**config.mk**
```make
export PLATFORM = sky130hd
export DESIGN_NAME = ebt_spacing
export DESIGN_NICKNAME = d
export VERILOG_FILES = /design/src/pkg/ebt_pkg.sv /design/src/pkg/ebt_cfg_if.sv /design/src/verilog/ebt_regs.sv /design/src/verilog/ebt_gap_calc.sv /design/src/verilog/ebt_spacing.sv
export SDC_FILE = /design/constraint.sdc
export NUM_CORES = 1
export LEC_CHECK = 0
export CAP_MARGIN = 10
export CORE_AREA = 2 2 111 113
export DETAILED_ROUTE_END_ITERATION = 10
export DIE_AREA = 0 0 113 115
export DONT_BUFFER_PORTS = 1
export GPL_TIMING_DRIVEN = 0
export MAX_ROUTING_LAYER = met4
export PLACE_DENSITY_LB_ADDON = 0.12
export SYNTH_ARGS = -nofsm -noshare
export SYNTH_HDL_FRONTEND = slang
export SYNTH_SLANG_ARGS = --single-unit
```
**constraint.sdc**
```tcl
create_clock -name ref_clk -period 13.2 [get_ports ref_clk]
set_clock_uncertainty 0.15 [all_clocks]
set_input_delay 2.64 -clock ref_clk [delete_from_list [all_inputs] [get_ports ref_clk]]
set_output_delay 2.64 -clock ref_clk [all_outputs]
set_load 0.02 [all_outputs]
```
**src/pkg/ebt_pkg.sv**
```systemverilog
// shared constants, types and field decoders for the bus spacing shaper
package ebt_pkg;

  // ---------------------------------------------------------------
  // register map and reset values
  // ---------------------------------------------------------------
  localparam logic [3:0] EBT_CFG_OFF = 4'h0;
  localparam logic [3:0] EBT_STAT_OFF = 4'h4;
  localparam logic [15:0] EBT_CFG_RST = 16'hffff;

  // field positions inside the spacing configuration
  localparam int EBT_GAP_LSB = 8;
  localparam int EBT_CW_LSB = 4;
  localparam int EBT_SW_LSB = 0;

  // ---------------------------------------------------------------
  // counts and idle pin levels
  // ---------------------------------------------------------------
  localparam logic [1:0] EBT_QUIET_MAX = 2'h3;
  localparam logic [1:0] EBT_QUIET_ONE = 2'h1;
  localparam logic EBT_STB_LAST = 1'h1; // strobe phase lasts two cycles
  localparam logic [3:0] EBT_SEL_IDLE = 4'hf;
  localparam logic [1:0] EBT_WR_IDLE = 2'h3;

  typedef enum logic [1:0] {EBT_IDLE, EBT_SETUP, EBT_STROBE, EBT_HOLD} ebt_state_t;

  // ---------------------------------------------------------------
  // field decoders
  // ---------------------------------------------------------------
  function automatic logic [1:0] ebt_gap_field(input logic [15:0] cfg, input logic [1:0] sp);
    ebt_gap_field = cfg[EBT_GAP_LSB + 2 * sp +: 2];
  endfunction : ebt_gap_field

  function automatic logic ebt_cw_bit(input logic [15:0] cfg, input logic [1:0] sp);
    ebt_cw_bit = cfg[EBT_CW_LSB + sp];
  endfunction : ebt_cw_bit

  function automatic logic ebt_sw_bit(input logic [15:0] cfg, input logic [1:0] sp);
    ebt_sw_bit = cfg[EBT_SW_LSB + sp];
  endfunction : ebt_sw_bit

  function automatic logic [1:0] ebt_max2(input logic [1:0] a, input logic [1:0] b);
    ebt_max2 = (a > b) ? a : b;
  endfunction : ebt_max2

endpackage : ebt_pkg

```
**src/pkg/ebt_cfg_if.sv**
```systemverilog
// configuration and status carrier between register file and sequencer
`timescale 1ns/1ps
interface ebt_cfg_if;
  logic [15:0] cfg;
  logic [7:0] status;
  modport regs (output cfg, input status);
  modport seq (input cfg, output status);
endinterface : ebt_cfg_if

```
**src/verilog/ebt_regs.sv**
```systemverilog
// wishbone slave holding the spacing configuration and the status word
`timescale 1ns/1ps
module ebt_regs
  import ebt_pkg::*;
(
  input wire logic ref_clk,
  input wire logic srst,
  input wire logic clk_en,
  input wire logic hw_standby,
  input wire logic wb_cyc_i,
  input wire logic wb_stb_i,
  input wire logic wb_we_i,
  input wire logic [3:0] wb_adr_i,
  input wire logic [3:0] wb_sel_i,
  input wire logic [31:0] wb_dat_i,
  output logic [31:0] wb_dat_o,
  output logic wb_ack_o,
  ebt_cfg_if.regs cfg_if
);

  typedef struct packed {
    logic [15:0] cfg;
    logic ack;
    logic [31:0] dat;
  } ebt_regs_state_t;

  ebt_regs_state_t r_reg;
  ebt_regs_state_t r_next;

  // ---------------------------------------------------------------
  // decode and write
  // ---------------------------------------------------------------
  // one-cycle answer; ack drops after one cycle so a held stb is not seen twice
  always_comb begin
    r_next = r_reg;
    r_next.ack = 1'b0;
    if (wb_cyc_i && wb_stb_i && !r_reg.ack) begin
      r_next.ack = 1'b1;
      r_next.dat = 32'h0; // unmapped offsets read as zero
      if (wb_adr_i == EBT_CFG_OFF) begin
        r_next.dat = {16'h0, r_reg.cfg};
        if (wb_we_i && wb_sel_i[0]) r_next.cfg[7:0] = wb_dat_i[7:0];
        if (wb_we_i && wb_sel_i[1]) r_next.cfg[15:8] = wb_dat_i[15:8];
      end else if (wb_adr_i == EBT_STAT_OFF) begin
        r_next.dat = {24'h0, cfg_if.status};
      end
    end
    // hardware standby wins over a write in the same cycle
    if (hw_standby) r_next.cfg = EBT_CFG_RST;
  end

  always_ff @(posedge ref_clk) begin
    if (srst) begin
      r_reg <= '{cfg: EBT_CFG_RST, ack: 1'b0, dat: 32'h0};
    end else if (clk_en) begin
      r_reg <= r_next;
    end
  end

  assign wb_ack_o = r_reg.ack;
  assign wb_dat_o = r_reg.dat;
  assign cfg_if.cfg = r_reg.cfg;
endmodule : ebt_regs

```
**src/verilog/ebt_gap_calc.sv**
```systemverilog
// idle count needed before the next access, and its stretch setting
`timescale 1ns/1ps
module ebt_gap_calc
  import ebt_pkg::*;
(
  input wire logic [15:0] cfg,
  input wire logic prev_valid,
  input wire logic prev_read,
  input wire logic [1:0] prev_space,
  input wire logic [1:0] next_space,
  input wire logic next_we,
  output logic [1:0] gap,
  output logic stretch
);

  logic same;
  logic [1:0] iw;
  logic [1:0] cw;

  // gap follows the space just left, never the one being entered
  always_comb begin
    same = (prev_space == next_space);
    iw = 2'h0;
    cw = 2'h0;
    if (prev_valid && prev_read && (!same || next_we)) begin
      iw = ebt_gap_field(cfg, prev_space);
    end
    if (prev_valid && same) begin
      cw = {1'b0, ebt_cw_bit(cfg, prev_space)};
    end
    gap = ebt_max2(iw, cw);
    stretch = ebt_sw_bit(cfg, next_space);
  end

endmodule : ebt_gap_calc

```
**src/verilog/ebt_spacing.sv**
```systemverilog
// external bus spacing shaper: idle insertion and select stretching
`timescale 1ns/1ps

// Overview of operation
// - 16-bit spacing config, read/write, loads all ones on reset or hardware standby
// - software standby leaves the spacing config untouched
// - after a read, a change of space waits the programmed idle cycles
// - read then write waits idle cycles even in the same space
// - idle count comes from the space of the preceding access
// - two-bit idle field per space at bits 15-8, space 3 highest
// - field 00..11 gives zero to three idle cycles; resets to three
// - back-to-back bit set: select negated one cycle between same-space accesses
// - back-to-back bits at 7-4, space 3 highest, reset to one
// - write after read waits the larger of the two idle counts
// - stretch bit set: one select cycle added before and after the bus cycle
// - strobes only ever asserted while the space select is asserted
// - stretch bits at 3-0, space 3 highest, reset to one, zero disables
module ebt_spacing
  import ebt_pkg::*;
(
  input wire logic ref_clk,
  input wire logic srst,
  input wire logic clk_en,
  input wire logic hw_standby,
  input wire logic sw_standby,
  input wire logic wb_cyc_i,
  input wire logic wb_stb_i,
  input wire logic wb_we_i,
  input wire logic [3:0] wb_adr_i,
  input wire logic [3:0] wb_sel_i,
  input wire logic [31:0] wb_dat_i,
  output logic [31:0] wb_dat_o,
  output logic wb_ack_o,
  input wire logic acc_req,
  input wire logic acc_we,
  input wire logic [1:0] acc_space,
  input wire logic [1:0] acc_be,
  input wire logic [15:0] acc_wdata,
  output logic acc_ack,
  output logic acc_rvalid,
  output logic [15:0] acc_rdata,
  input wire logic [15:0] mem_rdata,
  output logic [3:0] space_select_n,
  output logic read_strobe_n,
  output logic [1:0] write_strobe_n,
  output logic [15:0] mem_wdata,
  output logic mem_wdata_oe
);

  // ---------------------------------------------------------------
  // state
  // ---------------------------------------------------------------
  typedef struct packed {
    ebt_state_t st;
    logic cnt;
    logic [1:0] quiet;
    logic [1:0] req_space;
    logic req_we;
    logic [1:0] req_be;
    logic [15:0] req_wdata;
    logic prev_valid;
    logic prev_read;
    logic [1:0] prev_space;
    logic [3:0] sel_n;
    logic rd_n;
    logic [1:0] wr_n;
    logic wd_oe;
    logic ack;
    logic rvalid;
    logic [15:0] rdata;
  } ebt_seq_state_t;

  ebt_seq_state_t r_reg;
  ebt_seq_state_t r_next;

  ebt_cfg_if cfg_if ();

  logic in_acc;
  logic g_prev_valid;
  logic g_prev_read;
  logic [1:0] g_prev_space;
  logic [1:0] gap;
  logic stretch_next;
  logic stretch_cur;
  logic req_ok;

  // ---------------------------------------------------------------
  // register file and gap decoder
  // ---------------------------------------------------------------
  ebt_regs u_regs (
    .ref_clk(ref_clk),
    .srst(srst),
    .clk_en(clk_en),
    .hw_standby(hw_standby),
    .wb_cyc_i(wb_cyc_i),
    .wb_stb_i(wb_stb_i),
    .wb_we_i(wb_we_i),
    .wb_adr_i(wb_adr_i),
    .wb_sel_i(wb_sel_i),
    .wb_dat_i(wb_dat_i),
    .wb_dat_o(wb_dat_o),
    .wb_ack_o(wb_ack_o),
    .cfg_if(cfg_if.regs)
  );

  // while an access runs it is the one the next access follows
  assign in_acc = (r_reg.st != EBT_IDLE);
  assign g_prev_valid = in_acc || r_reg.prev_valid;
  assign g_prev_read = in_acc ? !r_reg.req_we : r_reg.prev_read;
  assign g_prev_space = in_acc ? r_reg.req_space : r_reg.prev_space;

  ebt_gap_calc u_gap (
    .cfg(cfg_if.cfg),
    .prev_valid(g_prev_valid),
    .prev_read(g_prev_read),
    .prev_space(g_prev_space),
    .next_space(acc_space),
    .next_we(acc_we),
    .gap(gap),
    .stretch(stretch_next)
  );

  assign stretch_cur = ebt_sw_bit(cfg_if.cfg, r_reg.req_space);

  // masked in the cycle of our own ack, the request is still the old one
  assign req_ok = acc_req && !r_reg.ack && !sw_standby;

  // status: busy, last space, last was read, last valid, idle count
  assign cfg_if.status = {1'b0, r_reg.quiet, r_reg.prev_valid, r_reg.prev_read,
                          r_reg.prev_space, in_acc};

  // ---------------------------------------------------------------
  // sequencer
  // ---------------------------------------------------------------
  always_comb begin
    logic start;
    logic finish;
    logic act;
    start = 1'b0;
    finish = 1'b0;
    act = 1'b0;
    r_next = r_reg;
    r_next.ack = 1'b0;
    r_next.rvalid = 1'b0;
    unique case (r_reg.st)
      EBT_IDLE: begin
        // wait here until enough quiet cycles have gone by
        if (req_ok && r_reg.quiet >= gap) begin
          start = 1'b1;
        end else if (r_reg.quiet != EBT_QUIET_MAX) begin
          r_next.quiet = r_reg.quiet + 2'h1;
        end
      end
      EBT_SETUP: begin
        r_next.st = EBT_STROBE;
      end
      EBT_STROBE: begin
        r_next.cnt = ~r_reg.cnt;
        if (r_reg.cnt == EBT_STB_LAST) begin
          r_next.rvalid = !r_reg.req_we;
          if (!r_reg.req_we) r_next.rdata = mem_rdata;
          if (stretch_cur) r_next.st = EBT_HOLD;
          else finish = 1'b1;
        end
      end
      EBT_HOLD: begin
        finish = 1'b1;
      end
    endcase
    if (finish) begin
      r_next.st = EBT_IDLE;
      r_next.prev_valid = 1'b1;
      r_next.prev_read = !r_reg.req_we;
      r_next.prev_space = r_reg.req_space;
      r_next.quiet = EBT_QUIET_ONE;
      // only a zero gap lets the next access follow with no break
      if (req_ok && gap == 2'h0) start = 1'b1;
    end
    if (start) begin
      r_next.req_space = acc_space;
      r_next.req_we = acc_we;
      r_next.req_be = acc_be;
      r_next.req_wdata = acc_wdata;
      r_next.cnt = 1'b0;
      r_next.ack = 1'b1;
      r_next.st = stretch_next ? EBT_SETUP : EBT_STROBE;
    end
    // pins follow the next state so they leave flip-flops directly
    act = (r_next.st != EBT_IDLE);
    r_next.sel_n = act ? ~(4'h1 << r_next.req_space) : EBT_SEL_IDLE;
    r_next.rd_n = !(r_next.st == EBT_STROBE && !r_next.req_we);
    r_next.wr_n = (r_next.st == EBT_STROBE && r_next.req_we) ? ~r_next.req_be
                  : EBT_WR_IDLE;
    // data driven across setup, strobe and hold of a write
    r_next.wd_oe = act && r_next.req_we;
  end

  // config lives in the register file, whose only standby path is hardware standby
  always_ff @(posedge ref_clk) begin
    if (srst) begin
      r_reg <= '{st: EBT_IDLE, quiet: EBT_QUIET_MAX, sel_n: EBT_SEL_IDLE, rd_n: 1'b1,
                 wr_n: EBT_WR_IDLE, default: '0};
    end else if (clk_en) begin
      r_reg <= r_next;
    end
  end

  assign acc_ack = r_reg.ack;
  assign acc_rvalid = r_reg.rvalid;
  assign acc_rdata = r_reg.rdata;
  assign space_select_n = r_reg.sel_n;
  assign read_strobe_n = r_reg.rd_n;
  assign write_strobe_n = r_reg.wr_n;
  assign mem_wdata = r_reg.req_wdata;
  assign mem_wdata_oe = r_reg.wd_oe;

  // ---------------------------------------------------------------
  // checks
  // ---------------------------------------------------------------
  // helper: quiet cycles seen on the pins before a select goes low
  logic sel_any;
  logic sel_q;
  logic sel_start;
  logic same_sp;
  logic [2:0] quiet_h;

  assign sel_any = (r_reg.sel_n != EBT_SEL_IDLE);
  assign sel_start = sel_any && !sel_q;
  assign same_sp = (r_reg.req_space == r_reg.prev_space);

  always_ff @(posedge ref_clk) begin
    if (srst) begin
      sel_q <= 1'b0;
      quiet_h <= 3'h7;
    end else if (clk_en) begin
      sel_q <= sel_any;
      if (sel_any) quiet_h <= 3'h0;
      else if (quiet_h != 3'h7) quiet_h <= quiet_h + 3'h1;
    end
  end
endmodule : ebt_spacing

```
==> impl_metrics.env <==
export IMPL_core_area_um2=11810
export IMPL_dp_hpwl_mm=8.910
export IMPL_crit_required_ns=13.27
export IMPL_cts_buffers=9
export IMPL_reg2reg_from="r_reg[55]$_SDFFE_PP0P_"
export IMPL_die_x_um=113
export IMPL_post_cts_buffers=0
export IMPL_final_cells=712
export IMPL_track_usage=0.1801
export IMPL_yosys_warnings=0
export IMPL_crit_cells=16
export IMPL_area_growth_pct=11.90
export IMPL_cap_violations=0
export IMPL_rows=40
export IMPL_fin_area_um2=5175
export IMPL_place_area_um2=4865
export IMPL_drt_initial_drc_count=137
export IMPL_clkSlewWorstSetupHoldPaths_ns=0.06
export IMPL_syn_cell_area_um2=4624
export IMPL_n_fill_cell=1206
export IMPL_viasPerCell=5.284
export IMPL_dp_slack_ns=6.370
export IMPL_crit_path_frequent_cell="ha_1"
export IMPL_synth_async_reset_ratio=0
export IMPL_clockBufferDepth=2
export IMPL_crit_arrival_ns=6.53
export IMPL_r2r_cells=19
export IMPL_min_to="acc_rdata[4]$_SDFFE_PP0P_"
export IMPL_violations="DRC"
export IMPL_drive_gt1_frac=0.2018
export IMPL_place_port_buffers=0
export IMPL_critPathTopFamily="compound AO/OA/AOI/OAI gates"
export IMPL_total_power_mw=0.6342
export IMPL_io_pins=161
export IMPL_r2r_end="cfg_if.status[6]$_SDFFE_PP1P_"
export IMPL_synthFlopType="dfxtp_1"
export IMPL_worstHoldStart="acc_rdata[4]$_SDFFE_PP0P_"
export IMPL_gr_total_overflow=0
export IMPL_drc=10
export IMPL_outcome="complete, but fails checks"
export IMPL_postRouteWirelength_mm=11.51
export IMPL_grt_max_degree=15
export IMPL_synth_cell_types=60
export IMPL_fin_crit_ns=6.455
export IMPL_cts_htree_levels=3
export IMPL_rsz0062_at_grt="no"
export IMPL_die_area_um2=13000
export IMPL_clk_latency_ns=0.34
export IMPL_dp_cells=697
export IMPL_initial_utilization=0.3915
export IMPL_cts_tree="yes"
export IMPL_first_pass_iters=8
export IMPL_vias=3762
export IMPL_fmax_mhz=154.9
export IMPL_ys_top_cells_by_count="89 x dfxtp_1, 56 x buf_4, 49 x nor2_1, 47 x nand2_1, 46 x a21oi_1"
export IMPL_ys_ff_latch=89
export IMPL_synth_edf_count=0
export IMPL_cp_num_buf_inv=1
export IMPL_synth_area_leaders="dfxtp_1 39%, buf_4 9.1%, a21oi_1 5.0%"
export IMPL_synthCells=535
export IMPL_startpoint_type="primary input"
export IMPL_fin_tns_setup_ns=0
export IMPL_criticalPathCategory="in2reg"
export IMPL_place_congestion=0.8041
export IMPL_min_period_over_period=0.4890
export IMPL_hold_viol=0
export IMPL_wl_per_cell_um=16.17
export IMPL_hold_path_class="reg2reg"
export IMPL_route_antenna_remaining_nets=0
export IMPL_grt_pass1_vias=3577
export IMPL_fin_util=0.4381
export IMPL_setup_violations=0
export IMPL_power_leakage_nw=2.071
export IMPL_slew_viol_final=0
export IMPL_finalNetCount=655
export IMPL_ctsHoldBuffers=0
export IMPL_die_h_um=115
export IMPL_syn_avg_cell_area_um2=8.644
export IMPL_rrSetupSlack_ns=8.13
export IMPL_synth_top_area_frac=0.3853
export IMPL_cts_root_buffer="clkbuf_16"
export IMPL_cp_max_fo=10
export IMPL_p_per_area_nw_per_um2=122.6
export IMPL_cpPeakStageDelay_ns=0.50
export IMPL_peakVddDrop_uv=57.82
export IMPL_crit_slowest_cell="a221oi_1"
export IMPL_cts_resized=0
export IMPL_slew_headroom=0.4985
export IMPL_worstSetupEndpointType="register"
export IMPL_seq_area_frac_synth=0.3853
export IMPL_crit_path_cell_trace="clkbuf_1, xor2_1, a31oi_1, nand2_1, ha_1, or2_2, and3_1, o2bb2ai_1, ha_1, nand2b_1, a21oi_1, nor2_1, or3_1, a221oi_1, nor2b_1, a311o_1"
export IMPL_clkSinkCount=89
export IMPL_worstMarginPinSlew_ns=0.7465
export IMPL_yosysTopAreaCell="dfxtp_1"
export IMPL_grt_pass1_wl_mm=18.00
export IMPL_antenna_found_initial=0
export IMPL_finalWorstSetupSlack_ns=6.745
export IMPL_finalHoldWorstSlack_ns=0.3018
export IMPL_antenna_cells=0
export IMPL_synth_most_common_cell="dfxtp_1"
export IMPL_hold_depth=2
-- cell type report --
type	instances	area, um2	share of cell area
flip-flops and latches	89	1782	0.3443
well taps	147	183.9	0.03554
clock inverters	5	81.33	0.01572
multi-input cells	359	2270	0.4386
inverters	11	41.29	0.007979
clock buffers	10	229.0	0.04425
plain buffers	91	588.1	0.1136
-- cell families (layout without fill, tap and decap cells) --
group	after synthesis	in the layout	synth area share
adders and majority gates	8	8	0.02165
muxes	15	15	0.04167
xor gates and xnor gates	4	4	0.007577
and+or+nand+nor	161	161	0.1596
other	1	16	0.0008109
DFF	89	89	0.3853
buffers and inverters	102	117	0.1361
AOI/OAI and AO/OA	155	155	0.2473
-- worst register-to-register path, delay by kind of cell, from the launching register on --
kind,cells,cell delay [ns]
DFF,1,0.44
xor gates and xnor gates,1,0.12
AOI/OAI and AO/OA,5,1.49
muxes,1,0.42
buffers and inverters,2,0.27
adders and majority gates,3,0.78
and+or+nand+nor,7,1.32
-- metal layers --
layer | global-route usage | wire length (um) | up-vias
li1 | - | - | 1881
met1 | 0.2175 | 4707 | 1733
met2 | 0.2826 | 5495 | 132
met3 | 0.05430 | 1086 | 16
met4 | 0.07154 | 222 | 0
met5 | - | 0 | -
-- layout by cell type, fill, tap and decap left out, types with 11 or more instances in the layout --
cell       n
nor2_1    49
a211oi_1  19
nand3_1   25
inv_1     11
conb_1    16
buf_4     56
a21oi_1   46
clkbuf_1  26
nand2_1   47
a21bo_2   20
dfxtp_1   89
-- how the worst max path moves through the flow --
stage                       startpoint                            end
final                     acc_space[1]  cfg_if.status[6]$_SDFFE_PP1P_
after global routing      acc_space[1]  cfg_if.status[6]$_SDFFE_PP1P_
after CTS                 acc_space[1]  cfg_if.status[6]$_SDFFE_PP1P_
after detailed placement  acc_space[1]  cfg_if.status[6]$_SDFFE_PP1P_
after global placement    acc_space[1]  cfg_if.status[6]$_SDFFE_PP1P_
after floorplan           acc_space[1]  cfg_if.status[6]$_SDFFE_PP1P_
-- power breakdown --
group          internal, mW  leakage, nW  switching (mW)
sequential            0.276        0.722         0.00798
clock                 0.165        0.149           0.104
combinational        0.0313         1.20          0.0493
Note: power is estimated with default switching activity, not from simulation.
